[src/common/nvs_consts.vh]
// Constants for the nonvolatile save and restore sequencer.
// How it works
// - Power-up restore completes within 20 ms after supply rises above threshold.
// - Power-loss or pin save is skipped when no write since last cycle.
// - Memory access stays enabled up to 25 ns after a save trigger.
// - Host reads and writes ignored during save, restore or low supply.
// - Host I/O locked until done; save within 8 ms, restore within 500 us.
// - Autosave enable or disable command acted on within 500 us; supply must stay high.
// - Hibernate entered within 8 ms after the hibernate command.
// - Wake from hibernate and ready within 20 ms.
// - Sleep entered with no delay when chip select rises after sleep command.
// - Sleep exited with no delay when chip select rises.
// - Active again within 5 us after save pin returns high.
// - Power-loss save starts when detector reports supply below 2.60 V.
`ifndef NVS_CONSTS_VH
`define NVS_CONSTS_VH
`define NVS_CLK_MHZ        40
`define NVS_T_RECALL_UP_MS 20
`define NVS_T_STORE_MS     8
`define NVS_T_DELAY_NS     25
`define NVS_T_RECALL_US    500
`define NVS_T_SS_US        500
`define NVS_T_HIB_ENTRY_MS 8
`define NVS_T_WAKE_MS      20
`define NVS_T_RESUME_NS    5000
`define NVS_T_PULSE_NS     600
// Cycle counts: nanosecond times round down.
`define NVS_CYC_RECALL_UP  (`NVS_T_RECALL_UP_MS * 1000 * `NVS_CLK_MHZ)
`define NVS_CYC_STORE      (`NVS_T_STORE_MS * 1000 * `NVS_CLK_MHZ)
`define NVS_CYC_DELAY      ((`NVS_T_DELAY_NS * `NVS_CLK_MHZ) / 1000)
`define NVS_CYC_RECALL     (`NVS_T_RECALL_US * `NVS_CLK_MHZ)
`define NVS_CYC_SS         (`NVS_T_SS_US * `NVS_CLK_MHZ)
`define NVS_CYC_HIB_ENTRY  (`NVS_T_HIB_ENTRY_MS * 1000 * `NVS_CLK_MHZ)
`define NVS_CYC_WAKE       (`NVS_T_WAKE_MS * 1000 * `NVS_CLK_MHZ)
`define NVS_CYC_RESUME     ((`NVS_T_RESUME_NS * `NVS_CLK_MHZ) / 1000)
`define NVS_CNT_W          20
`endif

[src/hdl/nvs_sequencer.v]
// Sequencer for nonvolatile save, restore and low-power modes.
`timescale 1ns/10ps
`include "nvs_consts.vh"
module nvs_sequencer #(
   parameter CYC_RECALL_UP = `NVS_CYC_RECALL_UP,
   parameter CYC_STORE     = `NVS_CYC_STORE,
   parameter CYC_RECALL    = `NVS_CYC_RECALL,
   parameter CYC_SS        = `NVS_CYC_SS,
   parameter CYC_HIB_ENTRY = `NVS_CYC_HIB_ENTRY,
   parameter CYC_WAKE      = `NVS_CYC_WAKE,
   parameter CYC_RESUME    = `NVS_CYC_RESUME
) (
   // Clock and reset
   input  wire core_clk,
   input  wire reset_n,
   // Supply monitors, asynchronous
   input  wire vcc_ok,
   input  wire power_fail,
   // Hardware save pin, open drain
   input  wire hw_save_busy_pin_in,
   output reg  hw_save_busy_pin_out,
   output reg  hw_save_busy_pin_oe,
   // Decoded commands from the serial front end, one-cycle pulses
   input  wire sw_store_cmd,
   input  wire sw_recall_cmd,
   input  wire autosave_en_cmd,
   input  wire autosave_dis_cmd,
   input  wire hibernate_enter_cmd,
   input  wire sleep_cmd,
   input  wire sram_write_done,
   // Chip select, asynchronous pin
   input  wire cs_n,
   // Status
   output reg  sram_access_en,
   output reg  nv_busy,
   output reg  nv_store_active,
   output reg  nv_recall_active,
   output reg  hibernate_mode,
   output reg  sleep_mode,
   output reg  autosave_enabled
);
   localparam [3:0] ST_OFF    = 4'h0;
   localparam [3:0] ST_RUP    = 4'h1;
   localparam [3:0] ST_IDLE   = 4'h2;
   localparam [3:0] ST_DLY    = 4'h3;
   localparam [3:0] ST_STORE  = 4'h4;
   localparam [3:0] ST_RECALL = 4'h5;
   localparam [3:0] ST_SS     = 4'h6;
   localparam [3:0] ST_HIBIN  = 4'h7;
   localparam [3:0] ST_HIB    = 4'h8;
   localparam [3:0] ST_WAKE   = 4'h9;
   localparam [3:0] ST_RESUME = 4'ha;

   localparam [1:0] OP_STORE  = 2'h0;
   localparam [1:0] OP_RECALL = 2'h1;
   localparam [1:0] OP_SS     = 2'h2;

   wire [3:0] sync_lv;
   wire       vcc_ok_s;
   wire       pfail_s;
   wire       pin_s;
   wire       cs_n_s;

   nvs_sync #(.W(4)) u_sync (
      .core_clk (core_clk),
      .reset_n  (reset_n),
      .async_in ({vcc_ok, power_fail, hw_save_busy_pin_in, cs_n}),
      .sync_out (sync_lv)
   );
   assign vcc_ok_s = sync_lv[3];
   assign pfail_s  = sync_lv[2];
   assign pin_s    = sync_lv[1];
   assign cs_n_s   = sync_lv[0];

   function [`NVS_CNT_W-1:0] cyc;
      input integer n;
      begin
         cyc = (n < 1) ? {{(`NVS_CNT_W-1){1'b0}}, 1'b1} : n[`NVS_CNT_W-1:0];
      end
   endfunction

   reg [3:0]             state_ff, nxt_state;
   reg [`NVS_CNT_W-1:0]  cnt_ff, nxt_cnt;
   reg [1:0]             op_ff, nxt_op;
   reg                   dirty_ff, nxt_dirty;
   reg                   auto_ff, nxt_auto;
   reg                   sleep_arm_ff, nxt_sleep_arm;
   reg                   sleep_ff, nxt_sleep;
   reg                   pin_d_ff;
   reg                   pfail_d_ff;
   reg                   cs_d_ff;
   reg                   drive_ff, nxt_drive;
   wire                  pin_fall;
   wire                  pfail_rise;
   wire                  cs_rise;
   wire                  quiet;

   assign pin_fall   = pin_d_ff & ~pin_s & ~drive_ff;
   assign pfail_rise = pfail_s & ~pfail_d_ff;
   assign cs_rise    = cs_n_s & ~cs_d_ff;
   assign quiet      = (state_ff == ST_IDLE);

   always @* begin
      nxt_state     = state_ff;
      nxt_cnt       = cnt_ff;
      nxt_op        = op_ff;
      nxt_dirty     = dirty_ff;
      nxt_auto      = auto_ff;
      nxt_sleep_arm = sleep_arm_ff;
      nxt_sleep     = sleep_ff;
      nxt_drive     = drive_ff;
      if (sram_write_done && quiet && vcc_ok_s) begin
         nxt_dirty = 1'b1;
      end
      if (!vcc_ok_s) begin
         nxt_state = ST_OFF;
         nxt_drive = 1'b0;
      end else begin
         case (state_ff)
            ST_OFF: begin
               nxt_state = ST_RUP;
               nxt_cnt   = cyc(CYC_RECALL_UP);
               nxt_drive = 1'b1;
            end
            ST_RUP: begin
               // Restore right after supply comes up; done bounded by count.
               if (cnt_ff == 1) begin
                  nxt_state = ST_IDLE;
                  nxt_dirty = 1'b0;
                  nxt_drive = 1'b0;
               end else begin
                  nxt_cnt = cnt_ff - 1'b1;
               end
            end
            ST_IDLE: begin
               if ((pfail_rise && auto_ff) || pin_fall) begin
                  if (dirty_ff) begin
                     nxt_state = ST_DLY;
                     nxt_op    = OP_STORE;
                     nxt_cnt   = cyc(`NVS_CYC_DELAY);
                  end
               end else if (sw_store_cmd || sw_recall_cmd || autosave_en_cmd || autosave_dis_cmd) begin
                  nxt_state = ST_DLY;
                  nxt_op    = sw_store_cmd ? OP_STORE : (sw_recall_cmd ? OP_RECALL : OP_SS);
                  nxt_cnt   = cyc(`NVS_CYC_DELAY);
                  if (autosave_en_cmd) begin
                     nxt_auto = 1'b1;
                  end else if (autosave_dis_cmd) begin
                     nxt_auto = 1'b0;
                  end
               end else if (hibernate_enter_cmd) begin
                  nxt_state = ST_HIBIN;
                  nxt_cnt   = cyc(CYC_HIB_ENTRY);
               end else if (sleep_cmd) begin
                  nxt_sleep_arm = 1'b1;
               end
               if (cs_rise) begin
                  // Sleep takes effect at the select release after the command, and the
                  // next select release wakes it so the following selection proceeds.
                  if (sleep_ff) begin
                     nxt_sleep = 1'b0;
                  end else if (sleep_arm_ff) begin
                     nxt_sleep     = 1'b1;
                     nxt_sleep_arm = 1'b0;
                  end
               end
            end
            ST_DLY: begin
               // Access stays open for the trigger delay before gating.
               if (cnt_ff == 1) begin
                  nxt_drive = 1'b1;
                  case (op_ff)
                     OP_STORE:  begin nxt_state = ST_STORE;  nxt_cnt = cyc(CYC_STORE);  end
                     OP_RECALL: begin nxt_state = ST_RECALL; nxt_cnt = cyc(CYC_RECALL); end
                     default:   begin nxt_state = ST_SS;     nxt_cnt = cyc(CYC_SS);     end
                  endcase
               end else begin
                  nxt_cnt = cnt_ff - 1'b1;
               end
            end
            ST_STORE, ST_RECALL, ST_SS: begin
               if (cnt_ff == 1) begin
                  nxt_drive = 1'b0;
                  nxt_dirty = 1'b0;
                  nxt_state = ST_RESUME;
                  nxt_cnt   = cyc(CYC_RESUME);
               end else begin
                  nxt_cnt = cnt_ff - 1'b1;
               end
            end
            ST_RESUME: begin
               // Wait for the pin to read high, bounded by the resume time.
               if (pin_s || cnt_ff == 1) begin
                  nxt_state = ST_IDLE;
               end else begin
                  nxt_cnt = cnt_ff - 1'b1;
               end
            end
            ST_HIBIN: begin
               if (cnt_ff == 1) begin
                  nxt_state = ST_HIB;
               end else begin
                  nxt_cnt = cnt_ff - 1'b1;
               end
            end
            ST_HIB: begin
               // Chip select read low is the wake-up request.
               if (!cs_n_s) begin
                  nxt_state = ST_WAKE;
                  nxt_cnt   = cyc(CYC_WAKE);
               end
            end
            ST_WAKE: begin
               if (cnt_ff == 1) begin
                  nxt_state = ST_IDLE;
               end else begin
                  nxt_cnt = cnt_ff - 1'b1;
               end
            end
            default: begin
               nxt_state = ST_OFF;
            end
         endcase
      end
   end

   always @(posedge core_clk or negedge reset_n) begin
      if (!reset_n) begin
         state_ff             <= ST_OFF;
         cnt_ff               <= {`NVS_CNT_W{1'b0}};
         op_ff                <= OP_STORE;
         dirty_ff             <= 1'b0;
         auto_ff              <= 1'b1;
         sleep_arm_ff         <= 1'b0;
         sleep_ff             <= 1'b0;
         drive_ff             <= 1'b0;
         pin_d_ff             <= 1'b1;
         pfail_d_ff           <= 1'b0;
         cs_d_ff              <= 1'b1;
         hw_save_busy_pin_out <= 1'b0;
         hw_save_busy_pin_oe  <= 1'b0;
         sram_access_en       <= 1'b0;
         nv_busy              <= 1'b1;
         nv_store_active      <= 1'b0;
         nv_recall_active     <= 1'b0;
         hibernate_mode       <= 1'b0;
         sleep_mode           <= 1'b0;
         autosave_enabled     <= 1'b1;
      end else begin
         state_ff             <= nxt_state;
         cnt_ff               <= nxt_cnt;
         op_ff                <= nxt_op;
         dirty_ff             <= nxt_dirty;
         auto_ff              <= nxt_auto;
         sleep_arm_ff         <= nxt_sleep_arm;
         sleep_ff             <= nxt_sleep;
         drive_ff             <= nxt_drive;
         pin_d_ff             <= pin_s;
         pfail_d_ff           <= pfail_s;
         cs_d_ff              <= cs_n_s;
         hw_save_busy_pin_out <= 1'b0;
         hw_save_busy_pin_oe  <= nxt_drive;
         // Access open only in idle or the trigger delay, and with good supply.
         sram_access_en       <= vcc_ok_s && (nxt_state == ST_IDLE || nxt_state == ST_DLY);
         nv_busy              <= !(nxt_state == ST_IDLE || nxt_state == ST_DLY);
         nv_store_active      <= (nxt_state == ST_STORE);
         nv_recall_active     <= (nxt_state == ST_RECALL) || (nxt_state == ST_RUP);
         hibernate_mode       <= (nxt_state == ST_HIB);
         sleep_mode           <= nxt_sleep;
         autosave_enabled     <= nxt_auto;
      end
   end
endmodule

[src/hdl/nvs_sync.v]
// Two-flip-flop synchroniser for asynchronous pin levels.
`timescale 1ns/10ps
module nvs_sync #(
   parameter W = 1
) (
   // Clock and reset
   input  wire         core_clk,
   input  wire         reset_n,
   // Levels
   input  wire [W-1:0] async_in,
   output wire [W-1:0] sync_out
);
   reg [W-1:0] meta_ff;
   reg [W-1:0] sync_ff;
   always @(posedge core_clk or negedge reset_n) begin
      if (!reset_n) begin
         meta_ff <= {W{1'b0}};
         sync_ff <= {W{1'b0}};
      end else begin
         meta_ff <= async_in;
         sync_ff <= meta_ff;
      end
   end
   assign sync_out = sync_ff;
endmodule

[config.mk]
export PLATFORM = sky130hd
export DESIGN_NAME = nvs_sequencer
export DESIGN_NICKNAME = d
export VERILOG_FILES = /design/src/hdl/nvs_sequencer.v /design/src/hdl/nvs_sync.v
export VERILOG_INCLUDE_DIRS = /design/src /design/src/common
export SDC_FILE = /design/constraint.sdc
export NUM_CORES = 1
export LEC_CHECK = 0
export BUFFER_PORTS_ARGS = -buffer_cell sky130_fd_sc_hd__buf_2
export CORE_MARGIN = 1
export CORE_UTILIZATION = 55
export CTS_BUF_LIST = sky130_fd_sc_hd__clkbuf_4 sky130_fd_sc_hd__clkbuf_8
export DETAILED_ROUTE_END_ITERATION = 10
export GPL_ROUTABILITY_DRIVEN = 0
export MAX_ROUTING_LAYER = met4
export PLACE_DENSITY = 0.79
export SLEW_MARGIN = 10
export SYNTH_ARGS = -nofsm -noshare
export SYNTH_HDL_FRONTEND = slang
export SYNTH_HIERARCHICAL = 1
export SYNTH_SLANG_ARGS = --single-unit
[constraint.sdc]
create_clock -name core_clk -period 3.7 [get_ports core_clk]
set_input_delay 0 -clock core_clk [delete_from_list [all_inputs] [get_ports core_clk]]
set_output_delay 0 -clock core_clk [all_outputs]
set_load 0.005 [all_outputs]
==> results of run 1 <==
[layout by cell type (no fill, tap or decap), types with 6 or more instances in the layout]
cell type and count:
dfrtp_1 43, o21ai_0 28, inv_1 7, dlygate4sd3_1 7, nor3_1 16, nor2_1 21, a21oi_1 13, buf_2 20
nand2_1 17, o31ai_1 6
[per-stage QoR]
stage	util [%]	hold WS [ns]	instance area, um2	cells	total power [mW]
finish	64.9	0.00176	2920	353	1.24
global route	64.9	0.0178	2920	353	1.31
CTS	64.9	0.00648	2920	353	1.24
detailed placement	61.4	0.109	2760	338	0.924
global placement	61.4	0.108	2760	338	0.918
floorplan	-	-0.296	2670	278	0.847
[flip-flops by register name, indices dropped and copies added, names as in the netlist]
register / count
cnt_ff: 20
op_ff: 2
pfail_d_ff: 1
pin_d_ff: 1
nv_busy: 1
sram_access_en: 1
auto_ff: 1
sleep_arm_ff: 1
state_ff: 4
drive_ff: 1
dirty_ff: 1
sleep_ff: 1
hibernate_mode: 1
nv_recall_active: 1
u_sync/meta_ff: 4
u_sync/sync_out: 4
nv_store_active: 1
cs_d_ff: 1
[final cells by class]
type | instances | area [um2] | share of cell area, %
clock buffer | 6 | 76.3 | 2.61
tap | 52 | 65.1 | 2.23
sequential | 47 | 1180 | 40.4
clock inverter | 2 | 12.5 | 0.428
inverter | 7 | 26.3 | 0.899
multi-input combinational | 211 | 1380 | 47.3
timing repair buffer | 28 | 178 | 6.08
[worst min-delay path by stage]
stage	from	endpoint	slack (ns)	cells after the start
2_1_floorplan	reset_n	cnt_ff[0]	-0.30	0
3_3_place_gp	hw_save_busy_pin_in	u_sync/meta_ff[1]	0.11	1
3_5_place_dp	hw_save_busy_pin_in	u_sync/meta_ff[1]	0.11	1
4_1_cts	sleep_cmd	sleep_arm_ff	0.006	3
5_1_grt	sleep_cmd	sleep_arm_ff	0.02	3
6_report	sleep_cmd	sleep_arm_ff	0.002	3
[worst max-delay path, stage by stage, from the launching register on]
cell      delay, ns
dfstp_2        0.52
or3b_1         0.37
nand4_1        0.19
o22ai_1        0.20
a221oi_4       0.85
o21ai_0        0.26
a22o_1         0.24
[metal layers]
metal | share of wire, % | track usage [%] | vias up
met5 | 0 | - | -
met4 | 1.9 | 8.93 | 0
met3 | 6.6 | 5.20 | 12
met2 | 44 | 38.5 | 96
met1 | 48 | 36.6 | 1088
li1 | - | - | 1097
[cell families after synthesis]
| family | count (synthesis) |
|---|---|
| simple gates | 112 |
| buf+inv | 20 |
| flops | 47 |
| compound gates | 95 |
| other cells | 1 |
| mux | 1 |
| fa+ha+maj | 2 |
[power breakdown]
part	switching [mW]	internal, mW	leakage, nW
clock network	0.173	0.139	0.0446
registers	0.0683	0.562	0.592
logic	0.176	0.122	0.593
total	0.417	0.824	1.23
==> flow_metrics.tcl, run 1 <==
set metrics [dict create \
    outcome "complete, no violations" \
    synth-seq-cells 47 \
    first_pass_iters 5 \
    via_per_inst 6.50 \
    start_kind "flip-flop" \
    netlist_area_um2 2670 \
    avgSynthCellArea_um2 9.61 \
    cts_buffers 5 \
    cp.required_ns 3.91 \
    synth.mux.area_fraction_pct 0.422 \
    grt-ovfl-total 0 \
    holdBufCountCts 7 \
    synthXorXnorAreaFrac_pct 0 \
    htreeDepth 2 \
    fp.dieW_um 71.7 \
    fmax_mhz 366 \
    r2r_slack_ns 0.96 \
    drc 0 \
    endpoint_kind "flip-flop" \
    critPathKind "flip-flop to flip-flop" \
    yosysMostFrequentCell "dfrtp_1" \
    p_leak_nw 1.23 \
    wl_um 6000 \
    maxCapViolCount 0 \
    cts_setup_buffers 0 \
    layout_min_cycle_time_ns 2.74 \
    yosysTopAreaCellShare_pct 40.3 \
    power_density_nw_per_um2 425 \
    fill_cells 389 \
    ir_worst_vdd_v 0.000337 \
    syn_to_final_growth_pct 9.41 \
    rr_startpoint "pin_d_ff" \
    syn-instance-count 278 \
    avgRoutedWirePerCell_um 17.0 \
    tightest_slew_ns 1.00 \
    clk_pin_slew_ns 0.09 \
    fin_worst_skew_ns 0.0132 \
    die_height_um 71.7 \
    synth_top_cells_by_count "dfrtp_1 (43), o21ai_0 (28), nor2_1 (21), nand2_1 (17), nor3_1 (16)" \
    num_antenna_cells 0 \
    synthArstFlopShare_pct 100 \
    synth_top_family_by_area "compound AO/OA/AOI/OAI gates" \
    syn-num-nets 293 \
    cts.sinks 47 \
    synth_compound_area_share_pct 25.4 \
    cts_tree "yes" \
    grtUsageTotal_pct 26.3 \
    synth_flop_cell "dfrtp_1" \
    grt_pass1_wl_um 10100 \
    worstReg2RegEnd "cnt_ff[4]" \
    yosys.area_share.simple_pct 24.9 \
    clock_latency_ns 0.31 \
    core_area_um2 4500 \
    place_ws_ns 0.980 \
    grt_pass1_vias 2127 \
    num_rows 24 \
    hold_path_class "input pin to flip-flop" \
    critPathArrivalTime_ns 2.95 \
    synthAdderAreaFrac_pct 0.937 \
    synth_cell_types 69 \
    worst_slack_ns 0.964 \
    final_nets 315 \
    yosysWarnings 6 \
    reg2regPathDepth 6 \
    antenna_found_initial 0 \
    drive_above_1_share_pct 19.3 \
    maxSlewHeadroom_pct 33.1 \
    path_max_fanout 26 \
    slew_viol_final 0 \
    grt_start_max_net_pins 48 \
    dpl.hpwl_um 4170 \
    portBuffers 20 \
    hold_violations 0 \
    die_area_um2 5140 \
    crit_start "pin_d_ff" \
    ys_top_cells_by_area "dfrtp_1 (40%), o21ai_0 (5.2%), dfstp_2 (3.9%)" \
    ioPinCount 22 \
    vias 2293 \
    cts_buffer_depth 2 \
    yosysSeqAreaShare_pct 44.2 \
    crit_end "cnt_ff[4]" \
    drtIter0Drc 279 \
    initial_core_util_pct 59.3 \
    synth_top_area_cell "dfrtp_1" \
    ant_nets 0 \
    finalSetupViolations 0 \
    rsz0062_at_grt "false" \
    cts-root-buf "clkbuf_8" \
    setup-tns-final_ns 0 \
    finalCritPeriodShare_pct 73.9 \
    cts_resized 0 \
    synth_enable_flop_cells 0 \
]
Note: power is estimated with default switching activity, not from simulation.
==> inputs of run 2 (changes only) <==
Settings changed: PLACE_DENSITY 0.79 to 0.82.
Clock period 3.7 ns to 2.27 ns, I/O delays scaled along.
==> run 2 against run 1 <==
The flow now finishes with violations (hold timing, setup timing); maximum frequency increased by 16%; power increased by 99%; cell count increased by 18%; sequential share of layout area decreased by 7.6 points; routed wire length increased by 27%; via count increased by 18%.
==> flow_metrics.tcl, run 2 (synthesized netlist as in run 1, its figures left out) <==
set metrics [dict create \
    fin_worst_skew_ns 0.00857 \
    ioPinCount 22 \
    hold_violations 2 \
    cp.required_ns 2.48 \
    vias 2703 \
    path_max_fanout 7 \
    timing.hold.ws_ns -0.00677 \
    maxCapViolCount 0 \
    grt-ovfl-total 0 \
    num_antenna_cells 0 \
    top_register "cnt_ff" \
    first_pass_iters 5 \
    grt_start_max_net_pins 25 \
    final_cell_mix "buf_4 (60), dfrtp_1 (41), o21ai_0 (22), nor2_1 (21), buf_2 (20)" \
    endpoint_kind "flip-flop" \
    grtUsageTotal_pct 30.7 \
    grt_pass1_wl_um 11900 \
    final_nets 379 \
    hold_path_class "input pin to flip-flop" \
    layout_min_cycle_time_ns 2.36 \
    critPathArrivalTime_ns 2.56 \
    drc 0 \
    utilization_pct 80.1 \
    via_per_inst 6.48 \
    cts_buffer_depth 2 \
    htreeDepth 2 \
    hold_start "sw_recall_cmd" \
    rr_startpoint "cnt_ff[15]" \
    initial_core_util_pct 59.3 \
    avgRoutedWirePerCell_um 18.3 \
    outcome "complete, but fails checks" \
    portBuffers 20 \
    rsz0062_at_grt "true" \
    finalCritPeriodShare_pct 104 \
    fmax_mhz 424 \
    layout_commonest_cell "buf_4" \
    cts.sinks 47 \
    core_area_um2 4500 \
    multi_input_area_um2 1510 \
    dpl.hpwl_um 5110 \
    slew_viol_final 0 \
    violations "hold timing, setup timing" \
    worst_slack_ns -0.0867 \
    die_area_um2 5140 \
    reg2regPathDepth 7 \
    syn_to_final_growth_pct 35.0 \
    antenna_found_initial 0 \
    regArea_um2 1180 \
    maxSlewHeadroom_pct 63.6 \
    fp.dieW_um 71.7 \
    ir_worst_vdd_v 0.000420 \
    largest_reg_flops 20 \
    critPathKind "flip-flop to flip-flop" \
    fill_cells 236 \
    drtIter0Drc 292 \
    drive_above_1_share_pct 39.7 \
    min_path_cells 3 \
    clock_latency_ns 0.31 \
    num_rows 24 \
    crit_start "cnt_ff[15]" \
    power_density_nw_per_um2 685 \
    start_kind "flip-flop" \
    cts_tree "yes" \
    wl_um 7640 \
    ant_nets 0 \
    cts_buffers 5 \
    grt_pass1_vias 2496 \
    clk_pin_slew_ns 0.10 \
    die_height_um 71.7 \
    finalSetupViolations 12 \
    p_leak_nw 1.61 \
    tightest_slew_ns 0.546 \
    cts-root-buf "clkbuf_8" \
]
[run 2: changes by cell type in the layout (fill, tap and decap cells not counted), sizes merged]
cell,delta
buf,+63
bufinv,+1
clkinvlp,-1
inv,+1
[run 2: where the power goes]
group          leakage [nW]  switching [mW]  internal (mW)
registers             0.590          0.0901          0.920
logic                 0.958           0.408          0.400
clock network        0.0587           0.317          0.334
total                  1.61           0.815           1.65
[run 2: layout make-up]
cell class,instances,share of cell area [%]
multi-input cells,211,41.8
flip-flops and latches,47,32.8
repair buffers,92,19.6
clock buffers,5,1.91
well taps,52,1.80
clock inverters,3,1.32
inverters,7,0.728
[run 2: worst paths after layout]
path,to,slack [ns]
max,cnt_ff[16],-0.09
min,op_ff[0],-0.007
max reg2reg,cnt_ff[16],-0.09
min reg2reg,u_sync/sync_out[3],0.36
max in group asynchronous,pin_d_ff,1.33
min in group asynchronous,hibernate_mode,0.19
[run 2: layer usage]
metal	global-route usage [%]	routed length, um
met5	-	0
met4	8.50	207
met3	4.36	694
met2	48.5	3580
met1	41.6	3160
[run 2: metrics by stage]
step	TNS, ns	area, um2	instances	total power, mW	worst slack [ns]
floorplan	-0.0245	2670	278	1.38	-0.0121
global placement	0	3190	392	1.65	0.00834
detailed placement	-0.282	3190	392	1.68	-0.0650
CTS	-0.112	3420	409	2.33	-0.0268
global route	-1.39	3610	417	2.57	-0.132
finish	-0.502	3610	417	2.47	-0.0867
[run 2: what timing repair did]
item	in CTS	in global routing
gates cloned	0	1
hold endpoints to repair	28	0
pin swaps	2	9
hold buffers	7	0
buffers inserted	2	7
gates resized for setup	7	30
setup endpoints to repair	11	27
[run 2: worst max-delay path, cell delays in order, from the launching register on]
cell and delay (ns):
dfrtp_1 0.41, or4_4 0.56, nor4b_4 0.34, a22oi_2 0.14, or2_1 0.28, buf_6 0.15
a21o_2 0.18, a32o_1 0.19
==> inputs of run 3 (changes only) <==
Settings changed: PLACE_DENSITY 0.82 to not set, PLACE_DENSITY_LB_ADDON set to 0.25.
==> run 3 against run 2 <==
The run still ends with hold timing, setup timing left; die area is the same; cell count shrank 1.9%; via count shrank 4.3%; critical endpoint is now nv_busy; highest routed layer unchanged.
==> flow_metrics.tcl, run 3 (synthesized netlist as in run 1, its figures left out) <==
set metrics [dict create \
    timing.hold.ws_ns -0.000689 \
    tightest_slew_ns 0.991 \
    first_pass_iters 5 \
    final_cell_mix "buf_4 (55), dfrtp_1 (42), o21ai_0 (22), nor2_1 (21), buf_2 (20)" \
    avgRoutedWirePerCell_um 17.3 \
    maxCapViolCount 0 \
    cts_buffers 5 \
    dpl.hpwl_um 4960 \
    grt_start_max_net_pins 48 \
    hold_path_class "input pin to flip-flop" \
    fmax_mhz 433 \
    core_area_um2 4500 \
    ant_nets 0 \
    outcome "complete, but fails checks" \
    die_height_um 71.7 \
    clock_latency_ns 0.30 \
    hold_violations 1 \
    clk_pin_slew_ns 0.09 \
    fp.dieW_um 71.7 \
    grt_pass1_wl_um 11500 \
    num_antenna_cells 0 \
    cp.required_ns 2.50 \
    drive_above_1_share_pct 37.3 \
    cts-root-buf "clkbuf_8" \
    initial_core_util_pct 59.3 \
    utilization_pct 77.9 \
    critPathArrivalTime_ns 2.54 \
    antenna_found_initial 0 \
    finalSetupViolations 3 \
    worst_slack_ns -0.0397 \
    final_nets 371 \
    drtIter0Drc 275 \
    htreeDepth 2 \
    syn_to_final_growth_pct 31.3 \
    p_leak_nw 1.55 \
    fill_cells 295 \
    die_area_um2 5140 \
    violations "hold timing, setup timing" \
    slew_viol_final 0 \
    rsz0062_at_grt "true" \
    power_density_nw_per_um2 658 \
    largest_reg_flops 20 \
    via_per_inst 6.33 \
    critPathKind "flip-flop to flip-flop" \
    cts_tree "yes" \
    start_kind "flip-flop" \
    grt_pass1_vias 2455 \
    drc 0 \
    portBuffers 20 \
    total_power_mw 2.31 \
    maxSlewHeadroom_pct 34.0 \
    wl_um 7080 \
    grt-ovfl-total 0 \
    layout_commonest_cell "buf_4" \
    layout_min_cycle_time_ns 2.31 \
    num_rows 24 \
    cts.sinks 47 \
    finalCritPeriodShare_pct 102 \
    endpoint_kind "flip-flop" \
    top_register "cnt_ff" \
    cts_buffer_depth 2 \
    grtUsageTotal_pct 29.6 \
    vias 2587 \
    fin_worst_skew_ns 0.00291 \
    path_max_fanout 4 \
    ir_worst_vdd_v 0.000570 \
    ioPinCount 22 \
]
[run 3: changes by cell type in the layout (fill, tap and decap cells not counted), moves of 2 or more]
cell,previous run,this run
o21ai_1,4,6
o21ai_2,2,0
and2_1,4,2
nor3_2,6,3
buf_4,60,55
nand3_1,5,3
nor3_1,10,12
nand3_2,0,2
[run 3: timing repair]
item	CTS	global route
hold endpoints to repair	48	0
setup endpoints to repair	7	24
pin swaps	2	3
hold buffers	6	0
resized for setup	7	26
setup buffers	1	3
[run 3: metrics by stage]
step | worst slack [ns] | instances | cell area (um2) | hold slack [ns] | TNS (ns)
5_1_grt | -0.100 | 409 | 3510 | 0.00159 | -0.755
3_3_place_gp | -0.00107 | 391 | 3190 | 0.108 | -0.00107
2_1_floorplan | -0.0121 | 278 | 2670 | -0.296 | -0.0245
6_report | -0.0397 | 409 | 3510 | -0.000689 | -0.0585
3_5_place_dp | -0.0468 | 391 | 3190 | 0.110 | -0.0846
4_1_cts | -0.0165 | 406 | 3380 | 0.00276 | -0.0165
[run 3: area by class of cell]
cell class | count | area [um2] | share of cell area (%)
Inverter | 7 | 26.3 | 0.749
Clock buffer | 5 | 68.8 | 1.96
Timing Repair Buffer | 84 | 624 | 17.8
Tap cell | 52 | 65.1 | 1.86
Multi-Input combinational cell | 211 | 1510 | 43.1
Clock inverter | 3 | 28.8 | 0.821
Sequential cell | 47 | 1180 | 33.7
[run 3: worst paths after layout]
path	startpoint	end	slack [ns]	depth (start not counted)
setup / recovery	cnt_ff[15]	nv_busy	-0.04	7
hold / removal	sw_recall_cmd	op_ff[0]	-0.0007	3
setup reg to reg	cnt_ff[15]	nv_busy	-0.04	7
hold reg to reg	u_sync/meta_ff[0]	u_sync/sync_out[0]	0.36	0
max in group asynchronous	reset_n	nv_busy	1.20	3
min in group asynchronous	reset_n	hibernate_mode	0.39	2
[run 3: metal layers]
layer  global-route usage (%)  part of all wire (%)  up-vias
met5                        -                     0        -
met2                     45.3                    47      118
li1                         -                     -     1214
met1                     41.1                    45     1242
met4                     7.19                   1.2        0
met3                     5.20                   6.8       13
[run 3: critical path: stages (launching register included)]
cell and delay [ns]:
dfrtp_1 0.39, or4_4 0.55, nor4b_4 0.33, buf_4 0.19
a31o_4 0.15, o31ai_4 0.07, or2_1 0.22, or3_1 0.34
[run 3: power by group]
part	internal (mW)	switching, mW	total, mW	leakage, nW
combinational	0.370	0.394	0.764	0.912
clock	0.233	0.309	0.542	0.0511
sequential	0.918	0.0849	1.00	0.591
total	1.52	0.788	2.31	1.55
